--- src/sss_cfg.svh ---
// constants of the supply start/stop sequencer
`ifndef SSS_CFG_SVH
`define SSS_CFG_SVH
// clock rate and time-to-cycle conversion
`define SSS_CLK_MHZ 250
`define SSS_CYC(us) ((us) * `SSS_CLK_MHZ)
// times in microseconds
`define SSS_T_RRST_US 5000
`define SSS_T_STOP_US 200
`define SSS_T_SHORT_US 100000
`define SSS_T_MS_US 1000
// off/hold time codes in milliseconds
`define SSS_SEL0_MS 1
`define SSS_SEL1_MS 4
`define SSS_SEL2_MS 8
`define SSS_SEL3_MS 16
// register indices, byte address is four times the index
`define SSS_IDX_HARD_RESET_REQUEST 6'h03
`define SSS_IDX_RESTART_REQUEST 6'h04
`define SSS_IDX_STATE 6'h05
`define SSS_IDX_IRQ_ST 6'h08
`define SSS_IDX_IRQ_MSK 6'h09
// field positions
`define SSS_GO_BIT 0
`define SSS_SEL_LSB 4
`define SSS_SEL_MSB 5
`define SSS_HIST_BIT 7
`define SSS_RUN_BIT 0
`define SSS_OTP_BIT 2
`define SSS_CLR_VAL 8'h00
// event bits
`define SSS_EV_UP 0
`define SSS_EV_DOWN 1
`define SSS_EV_SHORT 2
`define SSS_EV_OTP 3
`define SSS_EV_W 4
// pin synchroniser lanes
`define SSS_PIN_EN 0
`define SSS_PIN_SUP_HI 1
`define SSS_PIN_SUP_LO 2
`define SSS_PIN_OTP 3
`define SSS_PIN_SHORT 4
`define SSS_PIN_GATE_A 5
`define SSS_PIN_GATE_B 6
`define SSS_PIN_W 7
`endif

--- src/sss_pkg.sv ---
// types of the supply start/stop sequencer
package sss_pkg;
	typedef logic [31:0] sss_cnt_t;
	typedef enum logic [3:0] {
		ST_OFF    = 4'h0,
		ST_UP1    = 4'h1,
		ST_UP2    = 4'h2,
		ST_UP3    = 4'h3,
		ST_UP4    = 4'h4,
		ST_UP5    = 4'h5,
		ST_RUN    = 4'h6,
		ST_DN1    = 4'h7,
		ST_DN2    = 4'h8,
		ST_DN3    = 4'h9,
		ST_DN4    = 4'ha,
		ST_DN5    = 4'hb,
		ST_REWAIT = 4'hc
	} sss_state_e;
endpackage

--- src/sss_tmr_if.sv ---
// interface between the sequencer and a delay timer
`timescale 1ns/100ps
interface sss_tmr_if;
	import sss_pkg::*;
	logic     start;
	logic     clr;
	sss_cnt_t load;
	logic     busy;
	logic     done;
	modport ctl (output start, output clr, output load, input busy, input done);
	modport tmr (input start, input clr, input load, output busy, output done);
endinterface

--- src/sss_timer.sv ---
// one-shot down counter, done is high in the last cycle of the delay
`timescale 1ns/100ps
module sss_timer import sss_pkg::*; (
	input wire logic pclk,
	input wire logic presetn,
	sss_tmr_if.tmr   t
);
	sss_cnt_t cnt_q;
	logic     busy_q;

	// done marks the last of load cycles after start
	assign t.busy = busy_q;
	assign t.done = busy_q && (cnt_q == '0);

	// clear wins over start, start restarts a running delay
	always_ff @(posedge pclk or negedge presetn) begin
		if (!presetn) begin
			busy_q <= 1'b0;
			cnt_q  <= '0;
		end else if (t.clr) begin
			busy_q <= 1'b0;
		end else if (t.start) begin
			busy_q <= 1'b1;
			cnt_q  <= t.load - 32'h1;
		end else if (t.done) begin
			busy_q <= 1'b0;
		end else if (busy_q) begin
			cnt_q <= cnt_q - 32'h1;
		end
	end
endmodule

--- src/sss_top.sv ---
// supply start/stop sequencer with apb registers
// Functional notes
// - rails start only with the supply above the start level and the enable pin high.
// - rails stop when the supply falls to the stop level or the enable pin goes low.
// - a zero-to-one write of the restart bit runs the stop procedure.
// - over-temperature stops the rails whatever the other conditions are.
// - the running flag in the status register mirrors the running state.
// - each stop step waits the stop-step delay before the next one.
// - with both resets high the gate pins switch the linear regulators.
// - a short is declared only after the short input stays high for the qualification time.
// - the hard-reset register drives the second reset independently of start/stop.
// - a restart stops, waits the off time, starts again and clears its bit.
// - the off time is chosen by a two-bit field as 1, 4, 8 or 16 ms.
// - a hard reset holds the second reset low for the chosen time and clears its bit.
// - with both resets high and gate pin a low all linear regulators are off.
`timescale 1ns/100ps
`include "sss_cfg.svh"
module sss_top import sss_pkg::*; #(
	parameter int T_STEP_CYC  = `SSS_CYC(`SSS_T_STOP_US),
	parameter int T_RRST_CYC  = `SSS_CYC(`SSS_T_RRST_US),
	parameter int T_SHORT_CYC = `SSS_CYC(`SSS_T_SHORT_US),
	parameter int T_MS_CYC    = `SSS_CYC(`SSS_T_MS_US)
) (
	input  wire logic        pclk,
	input  wire logic        presetn,
	input  wire logic        psel,
	input  wire logic        penable,
	input  wire logic        pwrite,
	input  wire logic [7:0]  paddr,
	input  wire logic [31:0] pwdata,
	output logic      [31:0] prdata,
	output logic             pready,
	output logic             pslverr,
	input  wire logic        chip_enable_in,
	input  wire logic        supply_above_start,
	input  wire logic        supply_below_stop,
	input  wire logic        overtemp_in,
	input  wire logic        output_short_in,
	input  wire logic        regulator_gate_in_a,
	input  wire logic        regulator_gate_in_b,
	output logic             buckboost_en,
	output logic      [1:0]  buck_en,
	output logic      [3:0]  ldo_en,
	output logic             reset_out_first,
	output logic             reset_out_second,
	output logic             irq
);
	// select time in cycles for a two-bit code
	function automatic sss_cnt_t sel_cyc(input logic [1:0] sel);
		unique case (sel)
			2'h0: sel_cyc = 32'(`SSS_SEL0_MS * T_MS_CYC);
			2'h1: sel_cyc = 32'(`SSS_SEL1_MS * T_MS_CYC);
			2'h2: sel_cyc = 32'(`SSS_SEL2_MS * T_MS_CYC);
			2'h3: sel_cyc = 32'(`SSS_SEL3_MS * T_MS_CYC);
		endcase
	endfunction

	// state lies in an inclusive range of codes
	function automatic logic in_rng(input sss_state_e s, input sss_state_e lo,
		input sss_state_e hi);
		in_rng = (s >= lo) && (s <= hi);
	endfunction

	logic [`SSS_PIN_W-1:0] pin_m_q;
	logic [`SSS_PIN_W-1:0] pin_s_q;
	sss_state_e            state_q;
	sss_state_e            state_d;
	logic [31:0]           prdata_q;
	logic                  pready_q;
	logic                  pslverr_q;
	logic                  hard_reset_request_q;
	logic [1:0]            hard_reset_request_sel_q;
	logic                  hard_reset_request_hist_q;
	logic                  restart_request_q;
	logic [1:0]            restart_request_sel_q;
	logic                  restart_request_hist_q;
	logic [`SSS_EV_W-1:0]  irq_st_q;
	logic [`SSS_EV_W-1:0]  irq_msk_q;
	logic                  irq_q;
	logic                  otp_prev_q;
	logic                  sc_seen_q;
	logic                  running_q;
	logic                  bb_q;
	logic                  bk_q;
	logic                  r1_q;
	logic                  r2_q;
	logic                  l4st_q;
	logic [3:0]            ldo_q;
	sss_tmr_if             seq_t ();
	sss_tmr_if             hold_t ();
	sss_tmr_if             sc_t ();

	// two flip-flops on every pin before any logic reads it
	wire [`SSS_PIN_W-1:0] pin_raw = {regulator_gate_in_b, regulator_gate_in_a,
		output_short_in, overtemp_in, supply_below_stop, supply_above_start,
		chip_enable_in};
	always_ff @(posedge pclk or negedge presetn) begin
		if (!presetn) begin
			pin_m_q <= '0;
			pin_s_q <= '0;
		end else begin
			pin_m_q <= pin_raw;
			pin_s_q <= pin_m_q;
		end
	end
	wire en_s     = pin_s_q[`SSS_PIN_EN];
	wire sup_hi_s = pin_s_q[`SSS_PIN_SUP_HI];
	wire sup_lo_s = pin_s_q[`SSS_PIN_SUP_LO];
	wire otp_s    = pin_s_q[`SSS_PIN_OTP];
	wire short_s  = pin_s_q[`SSS_PIN_SHORT];
	wire gate_a   = pin_s_q[`SSS_PIN_GATE_A];
	wire gate_b   = pin_s_q[`SSS_PIN_GATE_B];

	// apb decode: one wait state, write takes effect when pready is sampled
	wire       acc      = psel && penable && !pready_q;
	wire       wr       = psel && penable && pready_q && pwrite;
	wire [5:0] idx      = paddr[7:2];
	wire       hit_hard_reset_request = (idx == `SSS_IDX_HARD_RESET_REQUEST);
	wire       hit_restart_request = (idx == `SSS_IDX_RESTART_REQUEST);
	wire       hit_st   = (idx == `SSS_IDX_STATE);
	wire       hit_ist  = (idx == `SSS_IDX_IRQ_ST);
	wire       hit_msk  = (idx == `SSS_IDX_IRQ_MSK);
	wire       mapped   = hit_hard_reset_request || hit_restart_request || hit_st || hit_ist || hit_msk;
	wire       err_w    = !mapped || (pwrite && hit_st);
	wire [7:0] wbyte    = pwdata[7:0];
	wire [1:0] wsel     = pwdata[`SSS_SEL_MSB:`SSS_SEL_LSB];

	// read data of each register, unused bits read zero
	wire [31:0] rd_hard_reset_request = 32'({hard_reset_request_hist_q, 1'b0, hard_reset_request_sel_q, 3'h0, hard_reset_request_q});
	wire [31:0] rd_restart_request = 32'({restart_request_hist_q, 1'b0, restart_request_sel_q, 3'h0, restart_request_q});
	wire [31:0] rd_st   = 32'({otp_s, 1'b0, running_q});
	wire [31:0] rd_w    = hit_hard_reset_request ? rd_hard_reset_request : hit_restart_request ? rd_restart_request : hit_st ? rd_st :
		hit_ist ? 32'(irq_st_q) : hit_msk ? 32'(irq_msk_q) : 32'h0;

	// apb answer registers
	always_ff @(posedge pclk or negedge presetn) begin
		if (!presetn) begin
			pready_q  <= 1'b0;
			prdata_q  <= 32'h0;
			pslverr_q <= 1'b0;
		end else begin
			pready_q  <= acc;
			prdata_q  <= (acc && !pwrite && !err_w) ? rd_w : 32'h0;
			pslverr_q <= acc && err_w;
		end
	end

	// hard reset request: a one starts the hold, a later one is ignored while busy
	wire hard_reset_request_wr   = wr && hit_hard_reset_request;
	wire hard_reset_request_go   = hard_reset_request_wr && wbyte[`SSS_GO_BIT] && !hard_reset_request_q;
	wire hard_reset_request_hold = hard_reset_request_go || (hold_t.busy && !hold_t.done);
	wire hard_reset_request_clr  = hard_reset_request_wr && (wbyte == `SSS_CLR_VAL);
	always_ff @(posedge pclk or negedge presetn) begin
		if (!presetn) begin
			hard_reset_request_q      <= 1'b0;
			hard_reset_request_sel_q  <= 2'h0;
			hard_reset_request_hist_q <= 1'b0;
		end else begin
			if (hard_reset_request_wr)
				hard_reset_request_sel_q <= wsel;
			hard_reset_request_q      <= hard_reset_request_go || (hard_reset_request_q && !hold_t.done);
			hard_reset_request_hist_q <= hard_reset_request_go || (hard_reset_request_hist_q && !hard_reset_request_clr);
		end
	end
	assign hold_t.start = hard_reset_request_go;
	assign hold_t.clr   = 1'b0;
	assign hold_t.load  = sel_cyc(wsel);

	// restart request: only a zero-to-one change triggers
	wire       restart_request_wr  = wr && hit_restart_request;
	wire       restart_request_go  = restart_request_wr && wbyte[`SSS_GO_BIT] && !restart_request_q;
	wire       restart_request_end = (state_q == ST_REWAIT) && seq_t.done;
	wire       restart_request_clr = restart_request_wr && (wbyte == `SSS_CLR_VAL);
	wire [1:0] restart_request_sel = restart_request_wr ? wsel : restart_request_sel_q;
	always_ff @(posedge pclk or negedge presetn) begin
		if (!presetn) begin
			restart_request_q      <= 1'b0;
			restart_request_sel_q  <= 2'h0;
			restart_request_hist_q <= 1'b0;
		end else begin
			if (restart_request_wr)
				restart_request_sel_q <= wsel;
			restart_request_q      <= restart_request_go || (restart_request_q && !restart_request_end);
			restart_request_hist_q <= restart_request_go || (restart_request_hist_q && !restart_request_clr);
		end
	end

	// start and stop conditions
	wire stop_c   = sup_lo_s || !en_s || otp_s || restart_request_go;
	wire start_ok = sup_hi_s && en_s && !otp_s && !restart_request_q;

	// sequencer: one step per timer expiry, any stop condition aborts start
	always_comb begin
		state_d = state_q;
		unique case (state_q)
			ST_OFF: begin
				if (restart_request_go)
					state_d = ST_REWAIT;
				else if (start_ok)
					state_d = ST_UP1;
			end
			ST_UP1, ST_UP2, ST_UP3, ST_UP4, ST_UP5: begin
				if (stop_c)
					state_d = ST_DN1;
				else if (seq_t.done)
					state_d = sss_state_e'(state_q + 4'h1);
			end
			ST_RUN: begin
				if (stop_c)
					state_d = ST_DN1;
			end
			ST_DN1, ST_DN2, ST_DN3, ST_DN4: begin
				if (seq_t.done)
					state_d = sss_state_e'(state_q + 4'h1);
			end
			ST_DN5: begin
				if (seq_t.done)
					state_d = restart_request_q ? ST_REWAIT : ST_OFF;
			end
			ST_REWAIT: begin
				if (seq_t.done)
					state_d = ST_OFF;
			end
			default: state_d = ST_OFF;
		endcase
	end

	// step timer: release delay, off time or stop-step delay
	wire seq_new = (state_d != state_q) && (state_d != ST_OFF) && (state_d != ST_RUN);
	assign seq_t.start = seq_new;
	assign seq_t.clr   = 1'b0;
	assign seq_t.load  = (state_d == ST_UP5) ? 32'(T_RRST_CYC) :
		(state_d == ST_REWAIT) ? sel_cyc(restart_request_sel) : 32'(T_STEP_CYC);

	// rail enables; while stopping a rail other than ldo_en[3] only ever turns off (ldo_en[3] turns on in ST_DN1 if gate a held it off)
	wire is_dn  = in_rng(state_d, ST_DN1, ST_DN5);
	wire run_d  = (state_d == ST_RUN);
	wire bb_d   = in_rng(state_d, ST_UP1, ST_DN4) && (!is_dn || bb_q);
	wire bk_d   = in_rng(state_d, ST_UP2, ST_DN3) && (!is_dn || bk_q);
	wire r1_d   = in_rng(state_d, ST_UP3, ST_DN2) && (!is_dn || r1_q);
	wire l4st_d = in_rng(state_d, ST_UP4, ST_DN1) && (!is_dn || l4st_q);
	wire r2_d   = run_d && !hard_reset_request_hold;
	wire both_d = r1_d && r2_d;
	wire l4_d   = l4st_d && (!both_d || gate_a);
	wire lo_d   = both_d && gate_a && gate_b;

	// output flops of the rails and resets
	always_ff @(posedge pclk or negedge presetn) begin
		if (!presetn) begin
			state_q   <= ST_OFF;
			bb_q      <= 1'b0;
			bk_q      <= 1'b0;
			r1_q      <= 1'b0;
			r2_q      <= 1'b0;
			l4st_q    <= 1'b0;
			ldo_q     <= 4'h0;
			running_q <= 1'b0;
		end else begin
			state_q   <= state_d;
			bb_q      <= bb_d;
			bk_q      <= bk_d;
			r1_q      <= r1_d;
			r2_q      <= r2_d;
			l4st_q    <= l4st_d;
			ldo_q     <= {l4_d, {3{lo_d}}};
			running_q <= run_d;
		end
	end

	// short qualification: the timer restarts on each new short and aborts on release
	assign sc_t.start = short_s && !sc_t.busy && !sc_seen_q;
	assign sc_t.clr   = !short_s;
	assign sc_t.load  = 32'(T_SHORT_CYC);
	wire sc_ev = sc_t.done && short_s;
	always_ff @(posedge pclk or negedge presetn) begin
		if (!presetn) begin
			sc_seen_q  <= 1'b0;
			otp_prev_q <= 1'b0;
		end else begin
			sc_seen_q  <= short_s && (sc_seen_q || sc_ev);
			otp_prev_q <= otp_s;
		end
	end

	// interrupt: sticky events, write one to clear, set wins
	wire [`SSS_EV_W-1:0] ev;
	assign ev[`SSS_EV_UP]    = run_d && (state_q != ST_RUN);
	assign ev[`SSS_EV_DOWN]  = (state_q == ST_DN5) && seq_t.done;
	assign ev[`SSS_EV_SHORT] = sc_ev;
	assign ev[`SSS_EV_OTP]   = otp_s && !otp_prev_q;
	wire [`SSS_EV_W-1:0] w1c   = (wr && hit_ist) ? pwdata[`SSS_EV_W-1:0] : '0;
	wire [`SSS_EV_W-1:0] ist_d = ev | (irq_st_q & ~w1c);
	always_ff @(posedge pclk or negedge presetn) begin
		if (!presetn) begin
			irq_st_q  <= '0;
			irq_msk_q <= '0;
			irq_q     <= 1'b0;
		end else begin
			irq_st_q <= ist_d;
			if (wr && hit_msk)
				irq_msk_q <= pwdata[`SSS_EV_W-1:0];
			irq_q <= |(ist_d & irq_msk_q);
		end
	end

	// delay timers
	sss_timer u_seq_tmr (.pclk(pclk), .presetn(presetn), .t(seq_t.tmr));
	sss_timer u_hold_tmr (.pclk(pclk), .presetn(presetn), .t(hold_t.tmr));
	sss_timer u_sc_tmr (.pclk(pclk), .presetn(presetn), .t(sc_t.tmr));

	assign prdata           = prdata_q;
	assign pready           = pready_q;
	assign pslverr          = pslverr_q;
	assign buckboost_en     = bb_q;
	assign buck_en          = {2{bk_q}};
	assign ldo_en           = ldo_q;
	assign reset_out_first  = r1_q;
	assign reset_out_second = r2_q;
	assign irq              = irq_q;

	// helper counters for the checks below
	sss_cnt_t st_cyc_q;
	sss_cnt_t short_run_q;
	always_ff @(posedge pclk or negedge presetn) begin
		if (!presetn) begin
			st_cyc_q    <= '0;
			short_run_q <= '0;
		end else begin
			st_cyc_q    <= (state_d != state_q) ? 32'h0 : st_cyc_q + 32'h1;
			short_run_q <= short_s ? short_run_q + 32'h1 : 32'h0;
		end
	end
endmodule

--- config.mk ---
export PLATFORM = sky130hd
export DESIGN_NAME = sss_top
export DESIGN_NICKNAME = d
export VERILOG_FILES = /design/src/sss_pkg.sv /design/src/sss_tmr_if.sv /design/src/sss_timer.sv /design/src/sss_top.sv
export VERILOG_INCLUDE_DIRS = /design/src
export SDC_FILE = /design/constraint.sdc
export NUM_CORES = 1
export LEC_CHECK = 0
export ABC_AREA = 1
export BUFFER_PORTS_ARGS = -buffer_cell sky130_fd_sc_hd__buf_2
export CAP_MARGIN = 30
export CORE_MARGIN = 2
export CORE_UTILIZATION = 40
export CTS_CLUSTER_DIAMETER = 60
export CTS_CLUSTER_SIZE = 30
export DETAILED_ROUTE_END_ITERATION = 10
export GPL_TIMING_DRIVEN = 0
export SYNTH_ARGS = -nofsm -noshare
export SYNTH_HDL_FRONTEND = slang
export SYNTH_HIERARCHICAL = 1
export SYNTH_SLANG_ARGS = --single-unit
--- constraint.sdc ---
create_clock -name pclk -period 4.5 [get_ports pclk]
set_input_delay 0.45 -clock pclk [delete_from_list [all_inputs] [get_ports pclk]]
set_output_delay 0.45 -clock pclk [all_outputs]
set_load 0.02 [all_outputs]
==> impl_metrics.csv <==
group,metric,value,unit
setup_path,crit_top_cell,"nand2_1",
sta,worst_slew_pin_slew,578,ps
setup_path,crit_fanout,10,
sta,setup_viol,0,
final_layout,fin_cells,2440,
sta,hold_violations,0,
setup_path,regToRegEndpoint,"u_seq_tmr/cnt_q[20]",
final_layout,drive_gt1_frac,0.173,
final_layout,diodes,0,
clocking,cts_tree,"done",
route,dr.pass1.iters,5,
clocking,cts_buffer_depth,2,
global_route,grt_pass1_vias,10700,
setup_path,worstSetupEndpoint,"u_seq_tmr/cnt_q[20]",
route,num_vias,11300,
die,die_h,179,µm
die,rows,64,
setup_path,critPathLaunch,"u_seq_tmr/cnt_q[23]",
yosys,ys_warn_count,6,
power,p_per_area,718,nW/µm²
setup_path,crit_buf_inv,5,
sta,fmax,240,MHz
yosys,synth_cells,1873,
sta,relSlewSlack,0.615,
route,drt-total-wl,30800,µm
placement,hpwl,23300,µm
power,vdd_drop_max,470,µV
yosys,ys_types,43,
run,maxCapViolCount,0,
sta,hold_ws,113,ps
final_layout,nets,2091,
clocking,cts-root-buf,"clkbuf_16",
global_route,grt_usage,0.202,
final_layout,final_util,0.461,
setup_path,worstSetupEndpointType,"register",
sta,fin_crit_sh,0.924,
die,coreArea,30400,µm²
yosys,ys_seq_elements,153,
setup_path,crit_cells,31,
yosys,syn_area,12300,µm²
placement,portBuffers,44,
clocking,cts_num_sinks,153,
global_route,grt_max_degree,93,
yosys,synthFlopType,"dfrtp_1",
clocking,path_clk_slew,70,ps
setup_path,r2r-start,"u_seq_tmr/cnt_q[23]",
setup_path,crit_path_max_incr_delay,400,ps
sta,period_minus_slack,4160,ps
global_route,gr-total-overflow,0,
final_layout,stdcell_area,14000,µm²
sta,slew_viol_final,0,
clocking,cts_max_level,4,
worst_hold_path,hp-class,"in -> reg",
route,routedWlPerCell,12.6,µm
setup_path,r2r_cells,31,
placement,gp_congestion,0.866,
yosys,syn_avg_cell_area,6.55,µm²
setup_path,path_class,"reg -> reg",
run_status,outcome,"complete, no violations",
power,total_power,10.1,mW
route,drtAntennaViolNets,0,
clocking,clock_latency,440,ps
setup_path,path_delay_family,"simple AND/OR/NAND/NOR gates",
setup_path,critPathSlowestCell,"dfrtp_1",
setup_path,worstPathArrival,4540,ps
die,die_area,32100,µm²
sta,skew,11.0,ps
power,power_leakage,7.51,nW
route,via_per_inst,4.64,
clocking,cts_buffers,17,
placement,post-place-cells,2405,
setup_path,r2r_slack,340,ps
setup_path,cp-start-kind,"register",
placement,placed_cell_area,13400,µm²
yosys,seq_area_frac_synth,0.312,
global_route,antenna_found_initial,0,
die,initial_utilization,0.403,
yosys,synth-async-reset-ratio,1.00,
yosys,synth_edf_count,0,
final_layout,areaGrowthSynthToFinish,14.3,%
setup_path,cp.required,4880,ps
route,drt-initial-drc-count,647,
die,die_w,179,µm
route,drcViolationCount,0,
global_route,grt_pass1_wl,52100,µm
die,num_io_pins,96,
layout make-up:
| type | instances | area [µm²] |
|---|---|---|
| clock inverter | 13 | 159 |
| inverter | 291 | 1100 |
| sequential | 153 | 3830 |
| tap | 396 | 495 |
| buffer | 80 | 592 |
| fill | 3145 | 16400 |
| clock buffer | 19 | 433 |
| timing repair buffer | 48 | 283 |
| multi-input combinational | 1440 | 7140 |
through the flow:
| stage | TNS [ps] | worst slack, ps |
|---|---|---|
| after floorplan | 0 | 1010 |
| after global placement | -351 | -91.9 |
| after detailed placement | -756 | -138 |
| after CTS | 0 | 97.1 |
| after global routing | -44.7 | -24.0 |
| final | 0 | 340 |
registers in the layout, summed over array words and instances, names as in the netlist, 2 cells and up:
register,cells
pin_m_q,7
state_q,4
u_seq_tmr/cnt_q,32
pin_s_q,7
irq_st_q,4
hard_reset_request_sel_q,2
u_hold_tmr/cnt_q,32
u_sc_tmr/cnt_q,32
prdata,7
irq_msk_q,4
ldo_en,2
restart_request_sel_q,2
timing repair:
item / in CTS / in global routing
setup buffers: 0 / 2
gates resized for setup: 1 / 12
pin swaps: 0 / 2
hold endpoints to repair: 61 / 0
endpoints found under the setup margin: 16 / 32
hold buffers: 1 / 0
logic make-up after synthesis:
group	count (synthesis)	share of synthesized area
flip-flops	153	0.312
AO/OA/AOI/OAI	92	0.0407
adder cells (fa/ha/maj)	8	0.00816
buffers and inverters	371	0.138
AND/OR/NAND/NOR	1202	0.468
multiplexers	5	0.00408
other	2	0.000612
XOR/XNOR	40	0.0285
worst min-delay path by stage:
stage / from / to / slack (ps) / cells past startpoint
after floorplan: presetn / bk_q / 150 / 0
after global placement: pin_m_q[3] / pin_s_q[3] / 340 / 0
after detailed placement: pin_m_q[2] / pin_s_q[2] / 340 / 0
after CTS: chip_enable_in / pin_m_q[0] / 100 / 1
after global routing: supply_above_start / pin_m_q[1] / 90 / 1
final: chip_enable_in / pin_m_q[0] / 110 / 1
layer usage:
| metal | vias to the layer above | global-route usage | routed length, µm |
|---|---|---|---|
| li1 | 5898 | - | - |
| met1 | 5190 | 0.272 | 14800 |
| met2 | 199 | 0.342 | 14400 |
| met3 | 29 | 0.0269 | 1130 |
| met4 | 0 | 0.0501 | 474 |
| met5 | - | 0 | 0 |
cell usage in the layout, fill, tap and decap left out, types with 4 or more instances in the layout:
cell / synthesis / layout
nand2_2: 76 / 75
nor2_4: 21 / 25
inv_6: 0 / 5
nor2_2: 53 / 54
nor2_8: 7 / 7
inv_1: 282 / 282
o21ai_1: 13 / 12
dfrtp_1: 153 / 153
nand3_1: 152 / 151
nor2_1: 166 / 161
nand2_1: 636 / 636
nand4_1: 17 / 17
nand3b_1: 28 / 28
a21oi_1: 5 / 5
nand2_4: 26 / 27
buf_8: 3 / 4
buf_4: 32 / 34
conb_1: 2 / 93
inv_2: 5 / 5
mux2i_1: 5 / 5
clkbuf_1: 16 / 18
nor3_1: 6 / 6
o21ai_2: 4 / 5
clkbuf_16: 0 / 17
o21ai_0: 60 / 60
xor2_1: 16 / 16
buf_2: 17 / 60
xnor2_1: 24 / 24
ha_1: 8 / 7
buf_6: 9 / 9
nand3_4: 4 / 4
inv_4: 4 / 4
report_power, final:
| part | switching (mW) | internal [mW] | leakage [nW] | total, mW |
|---|---|---|---|---|
| Clock | 0.656 | 0.836 | 0.283 | 1.49 |
| Combinational | 4.40 | 2.26 | 5.36 | 6.66 |
| Sequential | 0.204 | 1.72 | 1.87 | 1.92 |
| Total | 5.26 | 4.81 | 7.51 | 10.1 |
cell usage after synthesis (13+ instances only):
cell      number  area, µm²
nand2_1      636       2390
inv_1        282       1060
nor2_1       166        623
dfrtp_1      153       3830
nand3_1      152        761
nand2_2       76        475
o21ai_0       60        300
nor2_2        53        332
buf_4         32        240
nand3b_1      28        210
nand2_4       26        293
xnor2_1       24        210
nor2_4        21        236
buf_2         17       85.1
nand4_1       17        106
clkbuf_1      16       60.1
xor2_1        16        140
o21ai_1       13       65.1
Power figures use the tool's default switching activity.
